## src/hw/fsp_regs.svh

```systemverilog
// Constants for the self-programming page sequencer
`ifndef FSP_REGS_SVH
`define FSP_REGS_SVH
`define FSP_CMD_PAGE_WRITE 8'h05
`define FSP_SPM_WINDOW 4'h4
`define FSP_WRITE_TIME_NS 32'd4500000
`define FSP_CLK_NS 32'd20
`define FSP_WRITE_CYCLES (`FSP_WRITE_TIME_NS / `FSP_CLK_NS)
`define FSP_CAL_ADDR 16'h0000
`define FSP_TRIM_RESET 8'h00
`define FSP_FLASH_WORD_BITS 6
`define FSP_FLASH_PC_MSB 12
`define FSP_EE_BYTE_BITS 2
`define FSP_EE_MSB 8
`endif

```

## src/hw/fsp_pkg.sv

```systemverilog
// Types for the self-programming page sequencer
package fsp_pkg;
    typedef enum logic [1:0] {
        FSP_IDLE,
        FSP_ARMED,
        FSP_WRITE,
        FSP_CAL
    } fsp_state_e;

    typedef struct packed {
        logic [7:0] pointer_high_byte;
        logic [7:0] pointer_low_byte;
    } fsp_pointer_s;

    typedef struct packed {
        logic write;
        logic [7:0] data;
    } fsp_ctl_wr_s;
endpackage

```

## src/hw/fsp_sequencer.sv

```systemverilog
// Self-programming page write sequencer with Flash and EEPROM paging
//****************************************************************
// Summary of operation
// - The data word pair is ignored during a page write.
// - The core is stalled for the whole page write.
// - The Flash address is bits 12 to 0 of the 16-bit pointer, high byte giving bits 15 to 8.
// - Low pointer bits pick the word in a page, upper bits pick the page.
// - The load instruction addresses bytes, bit 0 picking low or high byte.
// - Reset clears the oscillator trim; the calibration byte is copied into it in the first cycle after reset.
// - Pages are 32 words (PC[4:0]) or 64 words (PC[5:0]) on the largest part.
// - EEPROM pages are 4 bytes, bits 1:0 the byte, bits above the page.
//****************************************************************
`include "fsp_regs.svh"

module fsp_sequencer #(
    parameter int WORD_BITS = `FSP_FLASH_WORD_BITS,
    parameter int PC_MSB = `FSP_FLASH_PC_MSB,
    parameter int EE_MSB = `FSP_EE_MSB,
    parameter int WRITE_CYCLES = `FSP_WRITE_CYCLES
) (
    input wire logic sys_clk,
    input wire logic rst_n,
    input wire fsp_pkg::fsp_ctl_wr_s ctl_wr,
    input wire logic store_program_memory_instr,
    input wire logic load_program_memory_instr,
    input wire fsp_pkg::fsp_pointer_s pointer,
    input wire logic [15:0] write_word,
    input wire logic [EE_MSB:0] eeprom_byte_address,
    input wire logic [15:0] flash_rdata,
    input wire logic [7:0] cal_rdata,
    output logic core_stall,
    output logic flash_page_write,
    output logic [PC_MSB-WORD_BITS:0] flash_page,
    output logic [WORD_BITS-1:0] flash_word,
    output logic [7:0] lpm_data,
    output logic lpm_valid,
    output logic [7:0] selfprog_control_status,
    output logic [7:0] rc_oscillator_trim,
    output logic cal_read,
    output logic [16:0] cal_addr,
    output logic [EE_MSB-`FSP_EE_BYTE_BITS:0] eeprom_page,
    output logic [`FSP_EE_BYTE_BITS-1:0] eeprom_byte
);
    //************************************************************
    // Local sizes and state
    //************************************************************
    localparam int CW = $clog2(WRITE_CYCLES + 1);
    localparam int PAGE_BITS = PC_MSB - WORD_BITS + 1;
    localparam int EE_BITS = `FSP_EE_BYTE_BITS;
    localparam int EE_PAGE_BITS = EE_MSB - EE_BITS + 1;

    fsp_pkg::fsp_state_e state;
    fsp_pkg::fsp_state_e next_state;
    logic [3:0] window;
    logic [3:0] next_window;
    logic [CW-1:0] count;
    logic [CW-1:0] next_count;

    //************************************************************
    // Helpers
    //************************************************************
    // Byte lane of a program word chosen by the pointer bit 0
    function automatic logic [7:0] byte_lane(input logic [15:0] word,
        input logic high);
        byte_lane = high ? word[15:8] : word[7:0];
    endfunction

    // Window counter steps down to zero and rests there
    function automatic logic [3:0] step_down(input logic [3:0] value);
        step_down = value != 4'h0 ? value - 4'h1 : 4'h0;
    endfunction

    //************************************************************
    // Address split
    //************************************************************
    wire [15:0] z_word = {pointer.pointer_high_byte,
                          pointer.pointer_low_byte};
    wire [PC_MSB:0] pc_addr = z_word[PC_MSB:0];
    wire [PAGE_BITS-1:0] pc_page =
        pc_addr[PC_MSB:WORD_BITS];
    wire [WORD_BITS-1:0] pc_word =
        pc_addr[WORD_BITS-1:0];
    wire byte_high = z_word[0];
    wire [7:0] lpm_byte = byte_lane(flash_rdata, byte_high);
    wire [EE_PAGE_BITS-1:0] ee_page =
        eeprom_byte_address[EE_MSB:EE_BITS];
    wire [EE_BITS-1:0] ee_byte =
        eeprom_byte_address[EE_BITS-1:0];
    // Data pair has no path into a page write
    wire unused_ok = ^write_word;

    //************************************************************
    // Command decode
    //************************************************************
    // No new command is taken while a write runs
    wire cmd_open = state == fsp_pkg::FSP_IDLE
        || state == fsp_pkg::FSP_ARMED;
    wire cmd_ok = ctl_wr.data == `FSP_CMD_PAGE_WRITE;
    wire arm = ctl_wr.write && cmd_ok && cmd_open;
    wire window_open = window != 4'h0;
    wire spm_go = state == fsp_pkg::FSP_ARMED
        && store_program_memory_instr && window_open;
    wire in_write = state == fsp_pkg::FSP_WRITE;
    wire write_done = in_write
        && count == CW'(WRITE_CYCLES - 1);
    wire window_lapse = state == fsp_pkg::FSP_ARMED
        && !window_open && !arm;
    wire load_take = load_program_memory_instr && !core_stall;
    wire in_cal = state == fsp_pkg::FSP_CAL;

    assign next_window = arm ? `FSP_SPM_WINDOW
        : step_down(window);
    assign next_count = in_write && !write_done
        ? count + CW'(1) : '0;

    //************************************************************
    // State machine
    //************************************************************
    always_comb begin
        next_state = state;
        unique case (state)
            fsp_pkg::FSP_CAL: begin
                next_state = fsp_pkg::FSP_IDLE;
            end
            fsp_pkg::FSP_IDLE: begin
                if (arm)
                    next_state = fsp_pkg::FSP_ARMED;
            end
            fsp_pkg::FSP_ARMED: begin
                if (spm_go)
                    next_state = fsp_pkg::FSP_WRITE;
                else if (window_lapse)
                    next_state = fsp_pkg::FSP_IDLE;
            end
            fsp_pkg::FSP_WRITE: begin
                if (write_done)
                    next_state = fsp_pkg::FSP_IDLE;
            end
        endcase
    end

    //************************************************************
    // Sequencer registers
    //************************************************************
    always_ff @(posedge sys_clk or negedge rst_n) begin
        if (!rst_n) begin
            state <= fsp_pkg::FSP_CAL;
            window <= 4'h0;
            count <= '0;
        end else begin
            state <= next_state;
            window <= next_window;
            count <= next_count;
        end
    end

    // Stall follows the write state, released as the write ends
    always_ff @(posedge sys_clk or negedge rst_n) begin
        if (!rst_n) begin
            core_stall <= 1'b0;
            flash_page_write <= 1'b0;
        end else begin
            core_stall <= next_state == fsp_pkg::FSP_WRITE;
            flash_page_write <= spm_go;
        end
    end

    // Page and word captured at the store
    always_ff @(posedge sys_clk or negedge rst_n) begin
        if (!rst_n) begin
            flash_page <= '0;
            flash_word <= '0;
        end else if (spm_go) begin
            flash_page <= pc_page;
            flash_word <= pc_word;
        end
    end

    always_ff @(posedge sys_clk or negedge rst_n) begin
        if (!rst_n) begin
            selfprog_control_status <= 8'h00;
        end else if (arm) begin
            selfprog_control_status <= ctl_wr.data;
        end else if (write_done || window_lapse) begin
            selfprog_control_status <= 8'h00;
        end
    end

    //************************************************************
    // Byte reads
    //************************************************************
    always_ff @(posedge sys_clk or negedge rst_n) begin
        if (!rst_n) begin
            lpm_data <= 8'h00;
            lpm_valid <= 1'b0;
        end else begin
            lpm_valid <= load_take;
            if (load_take)
                lpm_data <= lpm_byte;
        end
    end

    //************************************************************
    // Calibration load
    //************************************************************
    always_ff @(posedge sys_clk or negedge rst_n) begin
        if (!rst_n) begin
            rc_oscillator_trim <= `FSP_TRIM_RESET;
            cal_read <= 1'b0;
            cal_addr <= 17'h0_0000;
        end else begin
            cal_read <= in_cal;
            cal_addr <= {1'b1, `FSP_CAL_ADDR};
            if (in_cal)
                rc_oscillator_trim <= cal_rdata;
        end
    end

    //************************************************************
    // EEPROM paging
    //************************************************************
    always_ff @(posedge sys_clk or negedge rst_n) begin
        if (!rst_n) begin
            eeprom_page <= '0;
            eeprom_byte <= '0;
        end else begin
            eeprom_page <= ee_page;
            eeprom_byte <= ee_byte;
        end
    end
endmodule

```

## config.mk

```make
export PLATFORM = sky130hd
export DESIGN_NAME = fsp_sequencer
export DESIGN_NICKNAME = d
export VERILOG_FILES = /design/src/hw/fsp_pkg.sv /design/src/hw/fsp_sequencer.sv
export VERILOG_INCLUDE_DIRS = /design/src /design/src/hw
export SDC_FILE = /design/constraint.sdc
export NUM_CORES = 1
export LEC_CHECK = 0
export ABC_AREA = 1
export BUFFER_PORTS_ARGS = -buffer_cell sky130_fd_sc_hd__clkbuf_2
export CAP_MARGIN = 0
export CORE_ASPECT_RATIO = 0.75
export CORE_MARGIN = 2
export CORE_UTILIZATION = 35
export CTS_CLUSTER_SIZE = 8
export DETAILED_ROUTE_END_ITERATION = 8
export PLACE_DENSITY = 0.58
export RECOVER_POWER = 100
export SYNTH_ARGS = -nofsm -noshare
export SYNTH_HDL_FRONTEND = slang
export SYNTH_SLANG_ARGS = --single-unit
```

## constraint.sdc

```tcl
create_clock -name sys_clk -period 2.29 [get_ports sys_clk]
set_input_delay 0.5725 -clock sys_clk [delete_from_list [all_inputs] [get_ports sys_clk]]
set_output_delay 0.5725 -clock sys_clk [all_outputs]
set_load 0.005 [all_outputs]
```

-- After elaboration in Yosys (flattened, before gate mapping)
Cells that the tools add are included.
- flip-flop bits (word level): 75
- logic and storage cells: 52
- reduce and logical (&&, ||, !) cells: 18
- eq/ne operators: 6
- add/subtract/negate cells: 2
- mux-type cells: 11
- operators with widths (operator ; count):
    $mux 8 ; 3
    $add 18x1->18 const B ; 1
    $eq 18x18->1 const B ; 1
    $mux 18 ; 1
    $logic_and 1x1->1 ; 9
    $eq 8x3->1 const B ; 1
    $mux 2 ; 4
    $mux 4 ; 2
    $pmux 2 s4 ; 1
    $eq 2x2->1 const B ; 3
    $logic_not 1->1 ; 4
    $reduce_bool 4->1 ; 1
    $sub 4x1->4 const B ; 1
    $eq 2x1->1 const B ; 1
    $logic_not 2->1 ; 1
    $logic_or 1x1->1 ; 2
    $reduce_bool 2->1 ; 1

-- Logic depth before layout (Yosys ltp)
Gate-level depths: netlist of run 1.
- depth after elaboration: 9
- gate-level depth with buffers: 9

-- Worst setup path after synthesis of run 1
No wires, ideal clock.
- path type: flip-flop to flip-flop
- start: register count[0]
- end: register core_stall
- arrival: 1259 ps
- stages on the path, launching flop included: 10
- required time: 2160 ps
- slack: 902 ps
- cells stage by stage: dfrtp_1 ha_1 nand2_2 nor2_1 nand2_1 nor2_2 nand2_2 nand2_4 buf_8 nand2_1
- cells in the longest elaborated chain, start to end: 5
- ends and longest elaborated chain (item ; line ; RTL):
    start: declaration ; fsp_sequencer.sv:56 ; logic [CW-1:0] count;
    start signal: assignment ; fsp_sequencer.sv:153 ; count <= next_count;
    $eq 18x18->1 ; fsp_sequencer.sv:105 ; && count == CW'(WRITE_CYCLES - 1);
    $logic_and 1x1->1 ; fsp_sequencer.sv:105 ;
    $mux 2 ; fsp_sequencer.sv:136 ; if (write_done)
    $pmux 2 s4 ; fsp_sequencer.sv:121 ; unique case (state)
    $eq 2x2->1 ; fsp_sequencer.sv:163 ; core_stall <= next_state == fsp_pkg::FSP_WRITE;
    end signal: assignment ; fsp_sequencer.sv:163 ;
    end: declaration ; fsp_sequencer.sv:31 ; output logic core_stall,
No other way between the ends.
A chain may end at the register's enable or synchronous reset.

-- Worst setup path after layout of run 1
- start: register window[0]
- end: register flash_word[0]
- cells in the longest elaborated chain, start to end: 2
- ends and longest elaborated chain (item ; line ; RTL):
    start: declaration ; fsp_sequencer.sv:54 ; logic [3:0] window;
    start signal: assignment ; fsp_sequencer.sv:152 ; window <= next_window;
    $reduce_bool 4->1 ; fsp_sequencer.sv:100 ; wire window_open = window != 4'h0;
    $logic_and 1x1->1 ; fsp_sequencer.sv:102 ; && store_program_memory_instr && window_open;
    end signal: assignment ; fsp_sequencer.sv:175 ; flash_word <= pc_word;
    end: declaration ; fsp_sequencer.sv:34 ; output logic [WORD_BITS-1:0] flash_word,
No other way between the ends.

==> results of run 1 <==
-- state kept, by name (all words and copies together), names as in the netlist --
register and count:
flash_page_write 1, selfprog_control_status 8, rc_oscillator_trim 8, flash_page 7
lpm_data 8, flash_word 6, window 4, eeprom_page 7
cal_read 1, lpm_valid 1, eeprom_byte 2, count 18
state 2, core_stall 1, cal_addr 1
-- critical path, stage by stage (launching register included) --
cell	delay (ns)
dfrtp_1	0.39
inv_1	0.08
ha_1	0.15
nand2_1	0.11
nand4_1	0.14
clkbuf_1	0.54
o21ai_0	0.16
-- cell families (layout without fill, tap and decap cells) --
group | after synthesis | in the layout | share of synthesized area, %
buffers and inverters | 49 | 157 | 7.97
other | 2 | 17 | 0.230
DFF | 75 | 75 | 57.6
and+or+nand+nor | 213 | 213 | 26.9
AOI/OAI and AO/OA | 15 | 15 | 2.68
xor gates and xnor gates | 13 | 13 | 3.49
adders and majority gates | 3 | 3 | 1.15
-- layout make-up --
| class | instances | area (um^2) | share of cell area, % |
|---|---|---|---|
| clock inverter | 6 | 63.8 | 1.54 |
| sequential | 75 | 1880 | 45.5 |
| inverter | 28 | 105 | 2.54 |
| tap | 128 | 160 | 3.88 |
| timing repair buffer | 113 | 527 | 12.7 |
| multi-input combinational | 261 | 1170 | 28.3 |
| clock buffer | 10 | 229 | 5.54 |
-- per-stage QoR --
| stage | instances | instance area [um^2] | utilization (%) |
|---|---|---|---|
| finish | 621 | 4130 | 45.7 |
| global route | 621 | 4130 | 45.7 |
| CTS | 621 | 4210 | 46.5 |
| detailed placement | 605 | 3920 | 43.3 |
| global placement | 605 | 3920 | 43.3 |
| floorplan | 385 | 3320 | - |
-- power by group through the flow --
stage	registers (mW)	logic, mW	clock network, mW
after floorplan	1.44	0.161	0
after global placement	1.44	0.262	0
after detailed placement	1.44	0.271	0
after CTS	1.42	0.272	1.42
after global routing	1.42	0.297	1.48
final	1.42	0.257	1.39
-- worst max-delay path by stage --
stage,endpoint,slack (ns)
4_1_cts,selfprog_control_status[3],0.72
6_report,flash_word[0],0.57
2_1_floorplan,core_stall,0.90
5_1_grt,flash_word[0],0.32
3_5_place_dp,selfprog_control_status[3],0.63
3_3_place_gp,selfprog_control_status[5],0.67
-- metal layers --
metal | GRT usage, % | routed length (um) | part of all wire (%) | vias up
met1 | 19.6 | 3360 | 49 | 1160
li1 | - | - | - | 1346
met3 | 7.61 | 597 | 8.7 | 8
met2 | 20.3 | 2870 | 42 | 77
met5 | 0 | 0 | 0 | -
met4 | 4.93 | 77 | 1.1 | 0
-- synthesized netlist by cell type (4+ instances only) --
library cell	instances
nor3_1	4
nand2_1	121
nor2_1	63
dfrtp_1	73
buf_4	17
xor2_1	8
nand3_1	13
xnor2_1	5
a31oi_1	8
inv_1	26
==> reports/results.tsv, run 1 <==
stage	metric	value	unit
run_status	status	finished clean	
place	place_congestion	0.849	
sta	fin_ws	0.570	ns
min_path	worstHoldStart	eeprom_byte_address[0]	
power_and_ir_drop	combPwrFrac	8.4	%
synth	syn_inst	370	
synth	yosys_most_used_dff	dfrtp_1	
sta	tns	0	ns
place	io_buffers	109	
drt	antenna_left	0	
global_routing	grtUsageTotal	14.6	%
min_path	hold_end	eeprom_byte[0]	
power_and_ir_drop	p_sw_share	23.3	%
sta	setup_viol	0	
clocking	htreeDepth	3	
layout	antenna_cells	0	
layout	drive_above_1_share	20.7	%
power_and_ir_drop	p_clk_share	45.3	%
synth	synth-seq-cells	75	
global_routing	grt_pass1_wl	11.4	mm
clocking	clock_sinks	75	
clocking	clk_latency	0.33	ns
worst_setup_path	crit_path_max_fanout	16	
synth	yosysWarningCount	0	
sta	period_minus_slack	1.72	ns
synth	synth_area	3260	um^2
drt	vias	2591	
layout	areaGrowthSynthToFinish	26.6	%
drt	viasPerCell	4.17	
sta	tightestPinTransition	0.933	ns
power_and_ir_drop	seq_power_share	46.3	%
sta	hold_viol	0	
worst_setup_path	rr_startpoint	window[0]	
clocking	holdBufCountCts	0	
synth	synthArstFlopShare	100	%
power_and_ir_drop	peakVddDrop	0.364	mV
clocking	cts_max_path_buffers	2	
worst_setup_path	cp-startpoint	window[0]	
floorplanning	dieArea	10100	um^2
global_routing	grt.overflow.total	0	
floorplanning	core	9050	um^2
sta	rsz0062_at_grt	no	
worst_setup_path	r2r.worst_path.cells	6	
min_path	worstHoldPathCells	1	
sta	fmax	0.581	GHz
layout	layout_common_cells	nand2_1 (122), clkbuf_2 (82), dfrtp_1 (73)	
worst_setup_path	worst_r2r_endpoint	flash_word[0]	
synth	synth_edf_count	0	
min_path	hold_class	primary input to flop	
global_routing	grt_pass1_vias	2497	
power_and_ir_drop	p_per_area	741	nW/um^2
place	dpl.hpwl	5.12	mm
power_and_ir_drop	p_total	3.06	mW
worst_setup_path	critical_path_class	flop to flop	
drt	wl_per_cell	11.1	um
worst_setup_path	worstSetupStartpointType	flop	
clocking	cts_tree	built	
floorplanning	io_pins	145	
floorplanning	die_w	116	um
global_routing	antenna_found_initial	0	
place	pre_cts_slack	0.628	ns
sta	clock-skew-final	0.00559	ns
clocking	post-cts-setup-buffer-count	0	
layout	fill_cells	937	
sta	timing.final.crit_share	75.1	%
floorplanning	dieHeight	87.6	um
synth	ys_types	28	
worst_setup_path	worstPathRequired	2.48	ns
worst_setup_path	cp.arrival	1.91	ns
floorplanning	row_count	30	
drt	initialDrtViolationCount	69	
power_and_ir_drop	p_int	2.35	mW
layout	nets	569	
layout	final_common_cell	nand2_1	
floorplanning	start_util	36.1	%
worst_setup_path	r2r_slack	0.57	ns
global_routing	grt_start_max_net_pins	37	
synth	ys_top_cells_by_area	dfrtp_1 (56%), nand2_1 (14%), nor2_1 (7.2%)	
sta	report.final.slew_viol_count	0	
clocking	cts.clk_slew.worst_paths	0.06	ns
synth	avgSynthCellArea	8.82	um^2
clocking	cts_resized	0	
drt	drt_wl_total	6.90	mm
worst_setup_path	end_kind	flop	
clocking	cts_buffers	9	
power_and_ir_drop	leakagePower	2.14	nW
clocking	cts-root-buf	clkbuf_16	
sta	whs	0.342	ns
sta	timing.slew.headroom	37.6	%
run	cap_viol_max_count	0	
synth	synth_largest_area_cell	dfrtp_1	
synth	synthDominantCellAreaShare	56.0	%
synth	yosysSeqAreaShare	57.6	%
power_and_ir_drop	p_sw	715	uW
drt	dr.pass1.iters	4	
drt	drc	0	
No activity file was read; power rests on OpenSTA's default activity.
==> run 2: changes to the inputs <==
--- a/config.mk
+++ b/config.mk
@@ -14,7 +14,7 @@
 export CORE_UTILIZATION = 35
 export CTS_CLUSTER_SIZE = 8
 export DETAILED_ROUTE_END_ITERATION = 8
-export PLACE_DENSITY = 0.58
+export PLACE_DENSITY = 0.61
 export RECOVER_POWER = 100
 export SYNTH_ARGS = -nofsm -noshare
 export SYNTH_HDL_FRONTEND = slang
==> constraint.sdc (replaced) <==
create_clock -name sys_clk -period 1.5 [get_ports sys_clk]
set_input_delay 0.375 -clock sys_clk [delete_from_list [all_inputs] [get_ports sys_clk]]
set_output_delay 0.375 -clock sys_clk [all_outputs]
set_load 0.005 [all_outputs]
==> run 2 against run 1 <==
Critical path depth increased by 1. Worst hold slack got worse by 0.20 ns. First-iteration DRC count increased by 64%. Sequential power increased by 53%. Cell area increased by 5.9%. Utilization increased by 2.7 points. Die area unchanged. Register-to-register slack got worse by 0.47 ns. Final cell count increased by 2.4%. Critical path type unchanged. Largest power group is now clock. Highest routed layer unchanged.
==> reports/results.tsv, run 2 (synthesized netlist as in run 1, its figures left out) <==
stage	metric	value	unit	change
run_status	status	finished clean		
clocking	cts.clk_slew.worst_paths	0.06	ns	about the same
min_path	hold_end	eeprom_page[5]		
min_path	hold_class	primary input to flop		
drt	drt_wl_total	7.10	mm	+2.9%
worst_setup_path	critical_path_class	flop to flop		
worst_setup_path	cp.arrival	1.62	ns	-0.29 ns
sta	tightestPinTransition	0.659	ns	-0.274 ns
worst_setup_path	r2r.worst_path.cells	7		+1
global_routing	grt_start_max_net_pins	34		-8.1%
sta	clock-skew-final	0.00681	ns	+0.00122 ns
clocking	cts_buffers	9		unchanged
place	place_congestion	0.847		-0.27%
place	io_buffers	109		unchanged
sta	report.final.slew_viol_count	0		unchanged
place	dpl.hpwl	5.23	mm	+2.1%
worst_setup_path	r2r_slack	0.09	ns	-0.47 ns
sta	timing.slew.headroom	56.1	%	+18 points
floorplanning	core	9050	um^2	unchanged
floorplanning	start_util	36.1	%	unchanged
clocking	clock_sinks	75		unchanged
worst_setup_path	worstPathRequired	1.72	ns	-0.76 ns
layout	drive_above_1_share	31.1	%	+10 points
global_routing	grt_pass1_wl	12.2	mm	+6.7%
layout	antenna_cells	0		unchanged
power_and_ir_drop	peakVddDrop	0.569	mV	+56%
clocking	cts-root-buf	clkbuf_16		
floorplanning	io_pins	145		unchanged
layout	layout_common_cells	nand2_1 (119), clkbuf_2 (109), dfrtp_1 (73)		
global_routing	antenna_found_initial	0		unchanged
sta	rsz0062_at_grt	yes		
drt	vias	2725		+5.2%
clocking	cts_max_path_buffers	2		unchanged
clocking	clk_latency	0.33	ns	about the same
place	pre_cts_slack	0.0210	ns	-0.607 ns
sta	hold_viol	0		unchanged
drt	dr.pass1.iters	4		unchanged
layout	largest_register	count		
power_and_ir_drop	p_total	4.80	mW	+57%
sta	tns	0	ns	unchanged
floorplanning	die_w	116	um	unchanged
sta	timing.final.crit_share	93.7	%	+19 points
worst_setup_path	rr_startpoint	count[0]		
worst_setup_path	worst_r2r_endpoint	count[14]		
min_path	worstHoldStart	eeprom_byte_address[7]		
worst_setup_path	worstSetupStartpointType	flop		
drt	viasPerCell	4.28		+2.7%
global_routing	grt.overflow.total	0		unchanged
layout	fin_util	48.4	%	+2.7 points
drt	antenna_left	0		unchanged
drt	drc	0		unchanged
worst_setup_path	slowest_delay	0.35	ns	-0.19 ns
floorplanning	row_count	30		unchanged
clocking	htreeDepth	3		unchanged
drt	initialDrtViolationCount	113		+64%
floorplanning	dieArea	10100	um^2	unchanged
power_and_ir_drop	leakagePower	2.35	nW	+9.7%
run	cap_viol_max_count	0		unchanged
sta	fin_ws	0.0946	ns	-0.475 ns
layout	fill_cells	894		-4.6%
layout	areaGrowthSynthToFinish	34.0	%	
layout	nets	584		+2.6%
min_path	worstHoldPathCells	1		unchanged
layout	largest_reg_flops	18		unchanged
sta	fmax	0.712	GHz	+22%
global_routing	grtUsageTotal	15.6	%	+0.95 points
worst_setup_path	end_kind	flop		
worst_setup_path	crit_path_max_fanout	5		-11
layout	final_common_cell	nand2_1		
worst_setup_path	crit_slowest_cell	dfrtp_1		
place	place_area	4040	um^2	+3.1%
layout	fin_area	4370	um^2	+5.9%
worst_setup_path	path_cells	ha_2 > nand2_2 > buf_6 > nor3_4 > nand4_1 > nand2_1 > nor2_1		
sta	period_minus_slack	1.41	ns	-0.315 ns
power_and_ir_drop	p_per_area	1100	nW/um^2	+48%
drt	wl_per_cell	11.2	um	+0.51%
global_routing	grt_pass1_vias	2586		+3.6%
floorplanning	dieHeight	87.6	um	unchanged
clocking	cts_tree	built		
sta	setup_viol	0		unchanged
-- run 2: worst max-delay path by stage --
stage	start	end	slack, ns	depth (start not counted)
finish	count[0]	count[14]	0.09	7
global route	count[1]	count[14]	-0.06	8
CTS	count[0]	selfprog_control_status[7]	0.002	8
detailed placement	count[0]	selfprog_control_status[7]	0.02	8
global placement	count[3]	selfprog_control_status[6]	0.04	5
floorplan	count[0]	core_stall	0.11	9
-- run 2: stage by stage --
step | instances | hold slack, ns
finish | 636 | 0.146
global route | 636 | 0.129
CTS | 635 | 0.136
detailed placement | 618 | 0.268
global placement | 618 | 0.266
floorplan | 385 | 0.0794
-- run 2: layer usage --
metal  global-route usage, %  wire, um  vias to the layer above
met3                    7.06       585                        7
met1                    21.0      3310                     1257
met2                    22.8      3130                       82
met5                       0         0                        -
met4                    4.27        80                        0
li1                        -         -                     1379
-- run 2: what timing repair did --
item / 4_1_cts / 5_1_grt
resized for setup: 0 / 9
hold endpoints to repair: 14 / 0
setup buffers: 0 / 1
setup endpoints to repair: 0 / 26
hold buffers: 1 / 0
-- run 2: power by group --
part / switching [mW] / total (mW) / internal, mW / leakage (nW)
sequential: 0.0606 / 2.17 / 2.11 / 0.936
clock: 0.786 / 2.21 / 1.43 / 0.156
combinational: 0.222 / 0.415 / 0.193 / 1.25
total: 1.07 / 4.80 / 3.73 / 2.35
-- run 2: cell type report --
class / count / area, um^2 / share of cell area [%]
inverters: 28 / 105 / 2.40
clock buffers: 13 / 270 / 6.18
repair buffers: 128 / 703 / 16.1
multi-input cells: 261 / 1210 / 27.7
well taps: 128 / 160 / 3.66
flip-flops and latches: 75 / 1880 / 43.0
clock inverters: 3 / 43.8 / 1.00
-- run 2: critical path, delay by kind of cell (launching register included) --
family / cells / cell delay [ns]
fa+ha+maj: 1 / 0.19
buf+inv: 1 / 0.13
flops: 1 / 0.35
simple gates: 5 / 0.62
